**src/core/sscp_pkg.sv**
```systemverilog
package sscp_pkg;
  // clock and timing
  localparam longint unsigned CLK_HZ = 250_000_000;
  localparam longint unsigned SIGNON_TMO_S = 8;
  localparam longint unsigned SIGNON_TMO_CYC = SIGNON_TMO_S * CLK_HZ;
  localparam longint unsigned BAUD_BASE = 300;
  localparam longint unsigned DIV_BASE = CLK_HZ / BAUD_BASE;
  localparam int DIV_W = 20;
  localparam int TMO_W = 31;
  localparam logic [3:0] UART_STOP_BIT = 4'h9;
  // sign-on bytes
  localparam logic [7:0] TOK_RESET = 8'h9F;
  localparam logic [7:0] TOK_CANCEL = 8'h9E;
  localparam logic [7:0] TOK_SIGNON = 8'h88;
  localparam logic [7:0] TOK_NULL = 8'h00;
  localparam logic [7:0] REPLY_ASLEEP = 8'h80;
  localparam logic [7:0] REPLY_AWAKE = 8'h03;
  localparam logic [7:0] ERR_COMM = 8'hE1;
  localparam logic [7:0] ERR_PKT = 8'hE2;
  // polled command tokens
  localparam logic [7:0] TOK_CTL = 8'h01;
  localparam logic [7:0] TOK_AUX = 8'h02;
  localparam logic [7:0] TOK_FILT = 8'h03;
  localparam logic [7:0] TOK_AVG = 8'h04;
  localparam logic [7:0] TOK_EXP0 = 8'h06;
  localparam logic [7:0] TOK_EXP3 = 8'h09;
  localparam logic [7:0] TOK_RDIN = 8'h80;
  localparam logic [7:0] TOK_VER = 8'h86;
  localparam logic [7:0] TOK_CSUM = 8'h87;
  localparam logic [7:0] ARG_DIN = 8'h4C;
  // arbitrary value
  localparam logic [7:0] VERSION_ID = 8'h01;
  localparam logic [1:0] INIT_LAST_PKT = 2'h3;
  // register map and fields
  localparam logic [7:0] REG_STATUS = 8'h00;
  localparam logic [7:0] REG_MODE = 8'h04;
  localparam logic [7:0] REG_SETUP = 8'h08;
  localparam logic [7:0] REG_CTRL = 8'h0C;
  localparam int CTRL_RST_BIT = 0;
  localparam logic [1:0] AXI_OKAY = 2'b00;
  localparam logic [1:0] AXI_SLVERR = 2'b10;
  localparam logic [3:0] ISO_RST = 4'hF;
  localparam logic [2:0] BAUD_RST = 3'h0;

  typedef enum logic [2:0] {
    ST_SLEEP, ST_SIGNON, ST_BAUD, ST_ECHO, ST_INIT, ST_POLL
  } sscp_state_e;
  typedef enum logic [1:0] {AF_NONE, AF_BAUD, AF_BASE} sscp_after_e;

  function automatic logic [2:0] baud_shift(input logic [2:0] code);
    case (code)
      3'h1: baud_shift = 3'h2;
      3'h2: baud_shift = 3'h3;
      3'h3: baud_shift = 3'h4;
      3'h4: baud_shift = 3'h5;
      3'h5: baud_shift = 3'h6;
      default: baud_shift = 3'h0;
    endcase
  endfunction : baud_shift

  function automatic logic is_out_tok(input logic [7:0] t);
    is_out_tok = (t >= TOK_CTL && t <= TOK_AVG) ||
                 (t >= TOK_EXP0 && t <= TOK_EXP3);
  endfunction : is_out_tok

  function automatic logic is_req_tok(input logic [7:0] t);
    is_req_tok = t == TOK_RDIN || t == TOK_VER || t == TOK_CSUM;
  endfunction : is_req_tok
endpackage : sscp_pkg

```
**src/core/sscp_uart_if.sv**
```systemverilog
`timescale 1ns/1ps
`default_nettype none
interface sscp_uart_if;
  logic [sscp_pkg::DIV_W-1:0] div;
  logic rx_valid;
  logic [7:0] rx_data;
  logic tx_valid;
  logic [7:0] tx_data;
  logic tx_ready;
  modport uart (input div, tx_valid, tx_data,
                output rx_valid, rx_data, tx_ready);
  modport core (output div, tx_valid, tx_data,
                input rx_valid, rx_data, tx_ready);
endinterface : sscp_uart_if
`default_nettype wire

```
**src/core/sscp_uart.sv**
```systemverilog
`timescale 1ns/1ps
`default_nettype none
module sscp_uart (
  // clock and reset
  input wire logic aclk,
  input wire logic aresetn,
  // serial pins
  input wire logic rxd,
  output logic txd,
  // core side
  sscp_uart_if.uart u
);
  localparam int DW = sscp_pkg::DIV_W;
  logic rx_busy_q;
  logic [DW-1:0] rx_cnt_q;
  logic [3:0] rx_bit_q;
  logic [7:0] rx_sh_q;
  logic tx_busy_q;
  logic [DW-1:0] tx_cnt_q;
  logic [3:0] tx_bit_q;
  logic [8:0] tx_sh_q;

  // first sample lands mid start bit, later ones a bit period apart
  always_ff @(posedge aclk) begin
    if (!aresetn) begin
      rx_busy_q <= 1'b0;
      rx_cnt_q <= '0;
      rx_bit_q <= '0;
      rx_sh_q <= '0;
      u.rx_valid <= 1'b0;
      u.rx_data <= '0;
    end else begin
      u.rx_valid <= 1'b0;
      if (!rx_busy_q) begin
        if (!rxd) begin
          rx_busy_q <= 1'b1;
          rx_cnt_q <= u.div >> 1;
          rx_bit_q <= '0;
        end
      end else if (rx_cnt_q != '0) begin
        rx_cnt_q <= rx_cnt_q - 1'b1;
      end else begin
        rx_cnt_q <= u.div - 1'b1;
        rx_bit_q <= rx_bit_q + 4'h1;
        if (rx_bit_q == 4'h0 && rxd) begin
          rx_busy_q <= 1'b0;
        end else if (rx_bit_q == sscp_pkg::UART_STOP_BIT) begin
          rx_busy_q <= 1'b0;
          u.rx_valid <= rxd;
          u.rx_data <= rx_sh_q;
        end else if (rx_bit_q != 4'h0) begin
          rx_sh_q <= {rxd, rx_sh_q[7:1]};
        end
      end
    end
  end

  always_ff @(posedge aclk) begin
    if (!aresetn) begin
      tx_busy_q <= 1'b0;
      tx_cnt_q <= '0;
      tx_bit_q <= '0;
      tx_sh_q <= '1;
      txd <= 1'b1;
      u.tx_ready <= 1'b1;
    end else if (!tx_busy_q) begin
      if (u.tx_valid) begin
        tx_busy_q <= 1'b1;
        u.tx_ready <= 1'b0;
        tx_sh_q <= {1'b1, u.tx_data};
        tx_cnt_q <= u.div - 1'b1;
        tx_bit_q <= '0;
        txd <= 1'b0;
      end
    end else if (tx_cnt_q != '0) begin
      tx_cnt_q <= tx_cnt_q - 1'b1;
    end else begin
      tx_cnt_q <= u.div - 1'b1;
      if (tx_bit_q == sscp_pkg::UART_STOP_BIT) begin
        tx_busy_q <= 1'b0;
        u.tx_ready <= 1'b1;
      end else begin
        txd <= tx_sh_q[0];
        tx_sh_q <= {1'b1, tx_sh_q[8:1]};
        tx_bit_q <= tx_bit_q + 4'h1;
      end
    end
  end
endmodule : sscp_uart
`default_nettype wire

```
**src/core/sscp_core.sv**
```systemverilog
`timescale 1ns/1ps
`default_nettype none
// Notes on behaviour
// - after reset, wait about 8 s for serial input, then sleep.
// - reset answered with 0x80 when asleep, 0x03 in sign-on wait; in polled mode it returns to sign-on with no reply.
// - 0x88 plus baud code; code echoed at 300 baud, then rate switches.
// - link test echoes each byte; host waits for each echo.
// - 8 s silence in link test sends comm error, then sleep.
// - four init packets: two data bytes plus sum modulo 256.
// - first two packets hold converter setup, last two averaging, filter, mode.
// - three mode words are stored, read back and returned to host.
// - polled mode waits for packets with no inactivity timeout.
// - polled instruction is token, argument and checksum byte.
// - bad packet sends one error byte, then back to sign-on wait.
// - cancel and reset act at once; reset returns to sign-on.
// - cancel aborts a request mid-reply; host flushes partial replies.
// - eight output commands, no reply.
// - isolated port code bits turn transistors on, pulling lines low.
// - data requests resend the token, then one data byte.
// - control code: low 4 bits isolated port, next 3 channel, top ignored.
module sscp_core #(
  parameter longint unsigned TMO_CYC = sscp_pkg::SIGNON_TMO_CYC,
  parameter longint unsigned DIV_BASE = sscp_pkg::DIV_BASE
) (
  // clock and reset
  input wire logic aclk,
  input wire logic aresetn,
  // register bus
  input wire logic [7:0] awaddr,
  input wire logic awvalid,
  output logic awready,
  input wire logic [31:0] wdata,
  input wire logic [3:0] wstrb,
  input wire logic wvalid,
  output logic wready,
  output logic [1:0] bresp,
  output logic bvalid,
  input wire logic bready,
  input wire logic [7:0] araddr,
  input wire logic arvalid,
  output logic arready,
  output logic [31:0] rdata,
  output logic [1:0] rresp,
  output logic rvalid,
  input wire logic rready,
  // host serial link
  input wire logic rxd,
  output logic txd,
  // digital input and outputs
  input wire logic [7:0] din,
  output logic [3:0] iso_oe_n,
  output logic [2:0] chan,
  output logic [7:0] aux_out,
  output logic [7:0] exp_data,
  output logic [1:0] exp_sel,
  output logic exp_stb,
  output logic asleep
);
  localparam int DW = sscp_pkg::DIV_W;
  localparam int TW = sscp_pkg::TMO_W;
  localparam logic [TW-1:0] TMO_LAST = TW'(TMO_CYC - 1);

  sscp_pkg::sscp_state_e st_q;
  sscp_pkg::sscp_after_e after_q;
  logic [2:0] baud_q, code_q, resp_n_q, resp_i_q;
  logic [7:0] resp_q [4];
  logic ld_q, tx_go_q, sw_rst_q, scan_q;
  logic [7:0] tx_byte_q, csum_q, b0_q, b1_q;
  logic [1:0] pidx_q, pkt_q, filt_q;
  logic [3:0] avg_q;
  logic [23:0] mode_q;
  logic [TW-1:0] tmo_q;
  logic [7:0] aw_addr_q;
  logic [31:0] wd_q;
  logic [3:0] ws_q;
  logic aw_v_q, w_v_q;

  sscp_uart_if uif ();
  sscp_uart u_uart (
    .aclk(aclk),
    .aresetn(aresetn),
    .rxd(rxd),
    .txd(txd),
    .u(uif.uart)
  );

  // baud rate follows the agreed code
  assign uif.div = DW'(DIV_BASE >> sscp_pkg::baud_shift(baud_q));
  assign uif.tx_valid = tx_go_q;
  assign uif.tx_data = tx_byte_q;

  logic rx_v, done, tmo_hit, ev_rx, sum_ok, pkt_ok, init_ok, abort;
  logic [7:0] rx_d, psum;
  assign rx_v = uif.rx_valid;
  assign rx_d = uif.rx_data;
  assign psum = b0_q + b1_q;
  assign sum_ok = rx_d == psum;
  assign done = !ld_q && !tx_go_q && uif.tx_ready && resp_i_q >= resp_n_q;
  assign tmo_hit = tmo_q == TMO_LAST;
  assign ev_rx = rx_v && !sw_rst_q && !tmo_hit;
  // a cut landing in the launch cycle must not start one more byte
  assign abort = sw_rst_q || (rx_v && st_q == sscp_pkg::ST_POLL &&
                 pidx_q == 2'h0 && (rx_d == sscp_pkg::TOK_CANCEL ||
                 rx_d == sscp_pkg::TOK_RESET));
  assign pkt_ok = ev_rx && st_q == sscp_pkg::ST_POLL && done &&
                  pidx_q == 2'h2 && sum_ok;
  assign init_ok = ev_rx && st_q == sscp_pkg::ST_INIT &&
                   pidx_q == 2'h2 && sum_ok;

  // only sign-on wait and link test time out; polled mode never does
  always_ff @(posedge aclk) begin
    if (!aresetn || rx_v || !done ||
        !(st_q == sscp_pkg::ST_SIGNON || st_q == sscp_pkg::ST_ECHO)) begin
      tmo_q <= '0;
    end else begin
      tmo_q <= tmo_q + 1'b1;
    end
  end

  // reply sequencer; running checksum covers every byte sent after the null that ends the link test
  always_ff @(posedge aclk) begin
    if (!aresetn) begin
      tx_go_q <= 1'b0;
      tx_byte_q <= '0;
      resp_i_q <= '0;
      csum_q <= '0;
    end else begin
      tx_go_q <= 1'b0;
      if (ld_q) begin
        resp_i_q <= '0;
      end else if (!tx_go_q && uif.tx_ready && !abort &&
                   resp_i_q < resp_n_q) begin
        tx_go_q <= 1'b1;
        tx_byte_q <= resp_q[resp_i_q[1:0]];
        resp_i_q <= resp_i_q + 3'h1;
        csum_q <= csum_q + resp_q[resp_i_q[1:0]];
      end
      if (ev_rx && st_q == sscp_pkg::ST_ECHO && rx_d == sscp_pkg::TOK_NULL)
        csum_q <= '0;
    end
  end

  always_ff @(posedge aclk) begin
    if (!aresetn) begin
      st_q <= sscp_pkg::ST_SIGNON;
      after_q <= sscp_pkg::AF_NONE;
      baud_q <= sscp_pkg::BAUD_RST;
      code_q <= '0;
      resp_q <= '{default: 8'h00};
      resp_n_q <= '0;
      ld_q <= 1'b0;
      pidx_q <= '0;
      pkt_q <= '0;
      b0_q <= '0;
      b1_q <= '0;
    end else begin
      ld_q <= 1'b0;
      // rate changes only once the last reply byte has left the line
      if (done && after_q != sscp_pkg::AF_NONE) begin
        baud_q <= after_q == sscp_pkg::AF_BAUD ? code_q : '0;
        after_q <= sscp_pkg::AF_NONE;
      end
      if (sw_rst_q) begin
        st_q <= sscp_pkg::ST_SIGNON;
        resp_n_q <= resp_i_q;
        baud_q <= '0;
        after_q <= sscp_pkg::AF_NONE;
        pidx_q <= '0;
      end else if (tmo_hit) begin
        if (st_q == sscp_pkg::ST_ECHO) begin
          resp_q[0] <= sscp_pkg::ERR_COMM;
          resp_n_q <= 3'h1;
          ld_q <= 1'b1;
          after_q <= sscp_pkg::AF_BASE;
        end
        st_q <= sscp_pkg::ST_SLEEP;
      end else if (rx_v) begin
        unique case (st_q)
          sscp_pkg::ST_SLEEP: begin
            if (rx_d == sscp_pkg::TOK_RESET) begin
              resp_q[0] <= sscp_pkg::REPLY_ASLEEP;
              resp_n_q <= 3'h1;
              ld_q <= 1'b1;
              st_q <= sscp_pkg::ST_SIGNON;
            end
          end
          sscp_pkg::ST_SIGNON: begin
            if (rx_d == sscp_pkg::TOK_RESET && done) begin
              resp_q[0] <= sscp_pkg::REPLY_AWAKE;
              resp_n_q <= 3'h1;
              ld_q <= 1'b1;
            end else if (rx_d == sscp_pkg::TOK_SIGNON) begin
              st_q <= sscp_pkg::ST_BAUD;
            end
          end
          sscp_pkg::ST_BAUD: begin
            code_q <= rx_d[2:0];
            resp_q[0] <= rx_d;
            resp_n_q <= 3'h1;
            ld_q <= 1'b1;
            after_q <= sscp_pkg::AF_BAUD;
            st_q <= sscp_pkg::ST_ECHO;
          end
          sscp_pkg::ST_ECHO: begin
            // one byte in flight at a time, the host waits for each echo
            if (done && rx_d == sscp_pkg::TOK_NULL) begin
              st_q <= sscp_pkg::ST_INIT;
              pidx_q <= '0;
              pkt_q <= '0;
            end else if (done) begin
              resp_q[0] <= rx_d;
              resp_n_q <= 3'h1;
              ld_q <= 1'b1;
            end
          end
          sscp_pkg::ST_INIT: begin
            if (pidx_q == 2'h0) b0_q <= rx_d;
            if (pidx_q == 2'h1) b1_q <= rx_d;
            pidx_q <= pidx_q == 2'h2 ? 2'h0 : pidx_q + 2'h1;
            if (pidx_q == 2'h2 && !sum_ok) begin
              resp_q[0] <= sscp_pkg::ERR_PKT;
              resp_n_q <= 3'h1;
              ld_q <= 1'b1;
              after_q <= sscp_pkg::AF_BASE;
              st_q <= sscp_pkg::ST_SIGNON;
            end else if (pidx_q == 2'h2) begin
              pkt_q <= pkt_q + 2'h1;
              if (pkt_q == sscp_pkg::INIT_LAST_PKT) begin
                resp_q[0] <= mode_q[23:16];
                resp_q[1] <= mode_q[15:8];
                resp_q[2] <= mode_q[7:0];
                resp_n_q <= 3'h3;
                ld_q <= 1'b1;
                st_q <= sscp_pkg::ST_POLL;
              end
            end
          end
          sscp_pkg::ST_POLL: begin
            if (pidx_q == 2'h0 && rx_d == sscp_pkg::TOK_RESET) begin
              st_q <= sscp_pkg::ST_SIGNON;
              resp_n_q <= resp_i_q;
              baud_q <= '0;
              after_q <= sscp_pkg::AF_NONE;
            end else if (pidx_q == 2'h0 && rx_d == sscp_pkg::TOK_CANCEL) begin
              resp_n_q <= resp_i_q;
            end else if (done) begin
              if (pidx_q == 2'h0) b0_q <= rx_d;
              if (pidx_q == 2'h1) b1_q <= rx_d;
              pidx_q <= pidx_q == 2'h2 ? 2'h0 : pidx_q + 2'h1;
              if (pidx_q == 2'h2) begin
                if (!sum_ok || !(sscp_pkg::is_req_tok(b0_q) ||
                                 sscp_pkg::is_out_tok(b0_q))) begin
                  resp_q[0] <= sscp_pkg::ERR_PKT;
                  resp_n_q <= 3'h1;
                  ld_q <= 1'b1;
                  after_q <= sscp_pkg::AF_BASE;
                  st_q <= sscp_pkg::ST_SIGNON;
                end else if (sscp_pkg::is_req_tok(b0_q)) begin
                  resp_q[0] <= b0_q;
                  resp_q[1] <= b0_q == sscp_pkg::TOK_VER ?
                               sscp_pkg::VERSION_ID :
                               b0_q == sscp_pkg::TOK_CSUM ? csum_q :
                               b1_q == sscp_pkg::ARG_DIN ? din : 8'h00;
                  resp_n_q <= 3'h2;
                  ld_q <= 1'b1;
                end
              end
            end
          end
          default: st_q <= sscp_pkg::ST_SIGNON;
        endcase
      end
    end
  end

  // settings from init packets and output commands; no reply
  always_ff @(posedge aclk) begin
    if (!aresetn) begin
      mode_q <= '0;
      avg_q <= '0;
      filt_q <= '0;
      scan_q <= 1'b0;
      iso_oe_n <= sscp_pkg::ISO_RST;
      chan <= '0;
      aux_out <= '0;
      exp_data <= '0;
      exp_sel <= '0;
      exp_stb <= 1'b0;
      asleep <= 1'b0;
    end else begin
      exp_stb <= 1'b0;
      asleep <= st_q == sscp_pkg::ST_SLEEP;
      if (init_ok) begin
        unique case (pkt_q)
          2'h0: mode_q[23:8] <= {b0_q, b1_q};
          2'h1: mode_q[7:0] <= b0_q;
          2'h2: {avg_q, filt_q} <= {b0_q[3:0], b1_q[1:0]};
          2'h3: scan_q <= b0_q[0];
        endcase
      end
      if (pkt_ok) begin
        if (b0_q == sscp_pkg::TOK_CTL) begin
          iso_oe_n <= ~b1_q[3:0];
          chan <= b1_q[6:4];
        end
        if (b0_q == sscp_pkg::TOK_AUX) aux_out <= b1_q;
        if (b0_q == sscp_pkg::TOK_FILT) filt_q <= b1_q[1:0];
        if (b0_q == sscp_pkg::TOK_AVG) avg_q <= b1_q[3:0];
        if (b0_q >= sscp_pkg::TOK_EXP0 && b0_q <= sscp_pkg::TOK_EXP3) begin
          exp_data <= b1_q;
          exp_sel <= 2'(b0_q - sscp_pkg::TOK_EXP0);
          exp_stb <= 1'b1;
        end
      end
    end
  end

  function automatic logic mapped(input logic [7:0] a);
    mapped = a == sscp_pkg::REG_STATUS || a == sscp_pkg::REG_MODE ||
             a == sscp_pkg::REG_SETUP || a == sscp_pkg::REG_CTRL;
  endfunction : mapped

  // one write and one read at a time; address and data in either order
  always_ff @(posedge aclk) begin
    if (!aresetn) begin
      awready <= 1'b1;
      wready <= 1'b1;
      bvalid <= 1'b0;
      bresp <= sscp_pkg::AXI_OKAY;
      aw_v_q <= 1'b0;
      w_v_q <= 1'b0;
      aw_addr_q <= '0;
      wd_q <= '0;
      ws_q <= '0;
      sw_rst_q <= 1'b0;
    end else begin
      sw_rst_q <= 1'b0;
      if (awvalid && awready) begin
        aw_addr_q <= {awaddr[7:2], 2'b00};
        awready <= 1'b0;
        aw_v_q <= 1'b1;
      end
      if (wvalid && wready) begin
        wd_q <= wdata;
        ws_q <= wstrb;
        wready <= 1'b0;
        w_v_q <= 1'b1;
      end
      if (aw_v_q && w_v_q && !bvalid) begin
        aw_v_q <= 1'b0;
        w_v_q <= 1'b0;
        bvalid <= 1'b1;
        bresp <= mapped(aw_addr_q) ? sscp_pkg::AXI_OKAY : sscp_pkg::AXI_SLVERR;
        if (aw_addr_q == sscp_pkg::REG_CTRL && ws_q[0])
          sw_rst_q <= wd_q[sscp_pkg::CTRL_RST_BIT];
      end
      if (bvalid && bready) begin
        bvalid <= 1'b0;
        awready <= 1'b1;
        wready <= 1'b1;
      end
    end
  end

  logic [31:0] rd_word;
  always_comb begin
    unique case ({araddr[7:2], 2'b00})
      sscp_pkg::REG_STATUS: rd_word = {8'h00, csum_q, 5'h00, baud_q,
                                       4'h0, asleep, st_q};
      sscp_pkg::REG_MODE: rd_word = {8'h00, mode_q};
      sscp_pkg::REG_SETUP: rd_word = {17'h00000, chan, iso_oe_n, 1'b0,
                                      scan_q, filt_q, avg_q};
      default: rd_word = 32'h0000_0000;
    endcase
  end

  always_ff @(posedge aclk) begin
    if (!aresetn) begin
      arready <= 1'b1;
      rvalid <= 1'b0;
      rdata <= '0;
      rresp <= sscp_pkg::AXI_OKAY;
    end else if (arvalid && arready) begin
      arready <= 1'b0;
      rvalid <= 1'b1;
      rdata <= rd_word;
      rresp <= mapped({araddr[7:2], 2'b00}) ? sscp_pkg::AXI_OKAY :
               sscp_pkg::AXI_SLVERR;
    end else if (rvalid && rready) begin
      rvalid <= 1'b0;
      arready <= 1'b1;
    end
  end
endmodule : sscp_core
`default_nettype wire

```
**config.mk**
```make
export PLATFORM = sky130hd
export DESIGN_NAME = sscp_core
export DESIGN_NICKNAME = d
export VERILOG_FILES = /design/src/core/sscp_pkg.sv /design/src/core/sscp_uart_if.sv /design/src/core/sscp_uart.sv /design/src/core/sscp_core.sv
export SDC_FILE = /design/constraint.sdc
export NUM_CORES = 1
export LEC_CHECK = 0
export BUFFER_PORTS_ARGS = -buffer_cell sky130_fd_sc_hd__buf_4
export CORE_MARGIN = 5
export CORE_UTILIZATION = 45
export DETAILED_ROUTE_END_ITERATION = 16
export GPL_TIMING_DRIVEN = 0
export PLACE_DENSITY = 0.62
export REMOVE_ABC_BUFFERS = 1
export SYNTH_ARGS = -nofsm -noshare
export SYNTH_HDL_FRONTEND = slang
export SYNTH_SLANG_ARGS = --single-unit
```
**constraint.sdc**
```tcl
create_clock -name aclk -period 4.25 [get_ports aclk]
set_input_delay 0.2125 -clock aclk [delete_from_list [all_inputs] [get_ports aclk]]
set_output_delay 0.2125 -clock aclk [all_outputs]
set_load 0.1 [all_outputs]
```
# After elaboration in Yosys (flattened, before gate mapping)
# Index checks and enable logic that the tools add are counted.
op_classes:
  eq_ne: 90
  n_addsub: 12
  n_lt_le_gt_ge: 7
  n_bitwise: 11
  reduce_logical: 116
  n_mux: 163
  shift: 1
op_table:
  columns: ["operator", "count"]
  rows:
  - ["$mux 8", 23]
  - ["$mux 20", 6]
  - ["$mux 3", 34]
  - ["$mux 16", 6]
  - ["$mux 24", 3]
  - ["$pmux 24 s3", 1]
  - ["$sub 20x1->20 const B", 3]
  - ["$eq 8x8->1 const B", 6]
  - ["$pmux 8 s2", 3]
  - ["$pmux 8 s6", 1]
  - ["$mux 2", 23]
  - ["$mux 4", 11]
  - ["$mux 1", 40]
  - ["$reduce_bool 20->1", 2]
  - ["$logic_and 1x1->1", 37]
  - ["$mux 9", 4]
  - ["$pmux 3 s6", 2]
  - ["$add 31x1->31 const B", 1]
  - ["$eq 31x31->1 const B", 1]
  - ["$reduce_and 7->1", 4]
  - ["$eq 6x2->1 const B", 4]
  - ["$ne 3x3->1 const B", 8]
  - ["$ne 2x2->1 const B", 11]
  - ["$reduce_and 11->1", 2]
  - ["65 further kinds", 164]
word_totals:
  regBits: 298
  out_inout_bits: 69
  word_cells: 457

# Logic depth before layout (Yosys ltp)
logic_depth:
  ltp_word: 15
  depth_mapped: 16

# Modules after synthesis
# A second synthesis with hierarchy kept.
hier_totals:
  cells_unflattened: 1905
  hier_area_um2: 15777.6
modules_own_cells:
  columns: ["module", "area_each_um2", "instances", "cells_per_inst"]
  rows:
  - ["sscp_core", 11044.3, 1, 1317]
  - ["sscp_uart", 4733.3, 1, 588]

# Worst setup path after synthesis
# No wires, ideal clock.
synth_timing:
  path_type: "reg2reg"
  startpoint: "register resp_i_q[1]"
  endpoint: "register csum_q[7]"
  setup_time_ps: 70
  setup_slack_ps: 1162
  required_time_ps: 4180
  arrival_ps: 3018
  path_stages_with_launch: 15
  synth_period_minus_slack_ps: 3088
  cell_sequence: "dfxtp_1 -> buf_1 -> mux2i_1 -> nor2_1 -> a21oi_1 -> inv_1 -> ha_1 -> a21o_1 -> a21oi_1 -> nor2b_1 -> o21a_1 -> o41ai_1 -> xnor2_1 -> or3_1 -> a21oi_1"
synth_via:
  elab_chain_len: 5
  elab_cells_between_ends: 8
  cone_classes: "add/sub: 1; order compare: 1; mux: 3; bitwise: 1; reduce/logical: 2"
synth_lines:
  columns: ["item", "line", "text"]
  rows:
  - ["start, declared", "sscp_core.sv:65", "logic [2:0] baud_q, code_q, resp_n_q, resp_i_q;"]
  - ["start signal, assigned", "sscp_core.sv:135", "resp_i_q <= resp_i_q + 3'h1;"]
  - ["$not 2->3 (implied by the code)", "sscp_core.sv:136", "csum_q <= csum_q + resp_q[resp_i_q[1:0]];"]
  - ["$bmux 8 s2", "sscp_core.sv:136", null]
  - ["$mux 8 (implied by the code) (2 in a row)", "sscp_core.sv:136", null]
  - ["$add 8x8->8", "sscp_core.sv:136", null]
  - ["end signal, assigned", "sscp_core.sv:136", null]
  - ["end, declared", "sscp_core.sv:68", "logic [7:0] tx_byte_q, csum_q, b0_q, b1_q;"]
# Several ways; a longest one is shown, not always the timed one. The select of a mux whose other input is x is not followed.
# A chain may end at the register's enable or synchronous reset.

# Worst setup path in the final report
layout_timing:
  startpoint: "register b0_q[0]"
  endpoint: "register mode_q[11]"
layout_via:
  elab_chain_len: 4
layout_lines:
  columns: ["item", "line", "text"]
  rows:
  - ["start, declared", "sscp_core.sv:68", null]
  - ["start signal, assigned", "sscp_core.sv:217", "if (pidx_q == 2'h0) b0_q <= rx_d;"]
  - ["start signal, assigned", "sscp_core.sv:247", "if (pidx_q == 2'h0) b0_q <= rx_d;"]
  - ["$add 8x8->8", "sscp_core.sv:96", "assign psum = b0_q + b1_q;"]
  - ["$eq 8x8->1", "sscp_core.sv:97", "assign sum_ok = rx_d == psum;"]
  - ["$logic_and 1x1->1", "sscp_core.sv:108", "pidx_q == 2'h2 && sum_ok;"]
  - ["$reduce_and 2->1 (no source line)", null, null]
  - ["end signal, assigned", "sscp_core.sv:295", "2'h0: mode_q[23:8] <= {b0_q, b1_q};"]
  - ["end, declared", "sscp_core.sv:71", "logic [23:0] mode_q;"]
# Every way passes these cells.

==> summary.md <==
| Metric | Value |
|---|---|
| Fin crit period | `4.10 ns` |
| Mapped cell area | `14,900 um^2` |
| Pin slew with the least headroom to its limit | `1.15 ns` |
| Async SR Flop Fraction | `0%` |
| Period utilization | `96.4%` |
| Startpoint types | `register` |
| Layout cell share with drive strength beyond 1 | `9.76%` |
| PortBufs | `88` |
| All-layer global routing usage | `21.8%` |
| Starting Density | `45.8%` |
| Final slew viol count | `0` |
| 1st-iter DRT viols | `1,034` |
| Fmax | `244 MHz` |
| Clk pin slew, worst setup/hold paths | `0.06 ns` |
| Min Hold Slack | `0.0351 ns` |
| First-pass GRT wire length | `66.6 mm` |
| Max clock buf depth | `3` |
| Setup violations, final | `0` |
| Wire per inst | `17.3 um` |
| Critical path class | `register to register` |
| Die width | `192 um` |
| Skew final | `0.0167 ns` |
| Design Power | `6.15 mW` |
| CP arrival | `4.53 ns` |
| CTS tree | `built` |
| Root Driver | `clkbuf_16` |
| Cells after synthesis | `1,870` |
| Final Hold Viols | `0` |
| Pleak | `6.78 nW` |
| Avg Vias per Cell | `5.68` |
| Core Region | `32,600 um^2` |
| Sink Count | `287` |
| Worst Path Required | `4.69 ns` |
| VDD IR max | `0.264 mV` |
| Post-synthesis sequential area ratio | `38.5%` |
| Initial antenna violation count | `0` |
| Register-to-Register Setup Slack | `0.15 ns` |
| Num rows | `66` |
| Clk_lat worst skew | `0.51 ns` |
| Vias in the first global route | `12,600` |
| Nets | `1,998` |
| Ys Warns | `0` |
| Main synth FF type | `dfxtp_1` |
| Hold depth | `3` |
| Crit Path Max Fanout | `16` |
| Largest net degree at the start of global routing | `118` |
| Placed insts | `2,282` |
| Top cells by count, synth | `287 x dfxtp_1, 254 x nand2_1, 248 x nor2_1` |
| Hold Path Origin | `awvalid` |
| Syn_area_per_cell | `7.99 um^2` |
| DRC violations left | `0` |
| Inserted Clock Buffers | `34` |
| Worst reg2reg endpoint | `mode_q[11]` |
| Number of detailed-routing iterations run before antenna repair | `6` |
| Top-count cell post-synth | `dfxtp_1` |
| Gr ovfl total | `0` |
| Htree depth | `2` |
| Run status | `finished, final reports clean` |
| RSZ-0062 raised after global routing | `false` |
| Synth top area cells | `dfxtp_1 38%, nand2_1 6.4%, nor2_1 6.2%` |
| Fillers | `3,106` |
| Max_cap viols | `0` |
| DIE AREA | `36,900 um^2` |
| Post-synth EDFFs | `0` |
| Min-Delay Path Class | `input pin to register` |
| Final ANT Viol Nets | `0` |
| RR Startpoint | `b0_q[0]` |
| Power per Cell Area | `361 nW/um^2` |
| Hpwl dp | `27.9 mm` |
| Post-synthesis register bit count | `287` |
| Synth top area share | `38.5%` |
| Worst slew margin | `23.1%` |
| Largest area contributor in the synthesized netlist | `dfxtp_1` |
| Synthesis-to-layout area growth | `14.2%` |
| Placer Congestion | `0.906` |
| Setup crit end kind | `register` |
| Routed wire length | `40.8 mm` |
| R2R depth | `10` |
| # IOs | `137` |
| N_diodes | `0` |
| Yosys cell types | `89` |
| Worst Hold Path EP | `aw_addr_q[7]` |
| Die Ht | `192 um` |
| Vias | `13,400` |
| Non-Filler Instances | `2,358` |
-- where the power goes --
group          internal [mW]  switching [mW]  total, mW
clock network           1.90            1.14       3.04
registers               2.72          0.0325       2.75
logic                  0.113           0.247      0.360
total                   4.73            1.41       6.15
-- worst max-delay path by stage --
stage	start	to	slack (ns)
after floorplan	aresetn	tmo_q[13]	-0.60
after global placement	aresetn	tmo_q[22]	-4.18
after detailed placement	b0_q[0]	exp_sel[0]	-0.82
after CTS	b0_q[0]	exp_data[5]	0.08
after global routing	b0_q[0]	mode_q[16]	0.03
final	b0_q[0]	mode_q[11]	0.15
-- critical path, cell delays in order, from the launching register on --
cell,delay [ns]
dfxtp_1,0.56
ha_1,0.39
fa_1,0.41
a211oi_1,0.45
o21bai_1,0.14
a211oi_1,0.36
o22ai_2,0.29
nor4_4,0.52
and2_1,0.61
nand2_1,0.13
a21oi_1,0.16
-- cell families (layout without fill, tap and decap cells) --
group           after synthesis  count (layout)  share of synthesized area [%]
flops                       287             287                           38.5
fa+ha+maj                    39              39                           3.37
mux                         100             100                           6.78
xor+xnor                     63              63                           3.69
other cells                   1              10                         0.0251
simple gates                783             783                           24.5
buf+inv                     159             196                           4.46
compound gates              438             438                           18.7
-- registers in the layout, summed over array words and instances (netlist names), 20 cells and up --
signal / cells
tmo_q: 31
mode_q: 24
rdata: 24
resp_q: 24
u_uart.rx_cnt_q: 20
u_uart.tx_cnt_q: 20
-- stage by stage --
stage	area [um^2]	worst slack [ns]	util, %	setup TNS, ns
after CTS	17000	0.0814	52.1	0
after global routing	17100	0.0268	52.3	0
after global placement	15600	-4.18	47.9	-649.59
after floorplan	14400	-0.598	-	-17.30
after detailed placement	15700	-0.818	48.0	-11.87
final	17100	0.152	52.3	0
-- cell usage in the layout (no fill, tap or decap), types with 27 or more instances in the layout --
cell       netlist  routed
a211oi_1        28      27
a21oi_1        150     150
a22oi_1         29      29
buf_4           11      89
clkbuf_16        0      35
dfxtp_1        287     287
ha_1            37      37
inv_1           30      30
mux2i_1         91      91
nand2_1        254     254
nand3_1         73      73
nor2_1         248     247
nor3_1          40      39
o211ai_1        30      30
o21ai_0         87      87
xnor2_1         29      29
xor2_1          34      34
-- what timing repair did --
| item | in CTS | in global routing |
|---|---|---|
| cloned | 0 | 0 |
| endpoints found under the hold margin | 13 | 0 |
| setup endpoints to repair | 42 | 18 |
| hold buffers | 13 | 0 |
| gates resized for setup | 3 | 2 |
| setup buffers | 0 | 1 |
-- per-layer routing --
| metal | wire length, um | GRT usage, % |
|---|---|---|
| met4 | 861 | 5.68 |
| met1 | 18900 | 30.5 |
| met2 | 18900 | 35.6 |
| met3 | 2120 | 2.76 |
| met5 | 0 | 0 |
-- layout make-up --
| cell class | instances | area, um^2 | share of cell area (%) |
|---|---|---|---|
| Sequential cell | 287 | 5750 | 33.7 |
| Clock inverter | 10 | 135 | 0.792 |
| Inverter | 31 | 121 | 0.712 |
| Tap cell | 442 | 553 | 3.24 |
| Clock buffer | 51 | 1060 | 6.19 |
| Multi-Input combinational cell | 1433 | 8590 | 50.4 |
| Timing Repair Buffer | 104 | 853 | 5.00 |
Power figures use the tool's default switching activity.
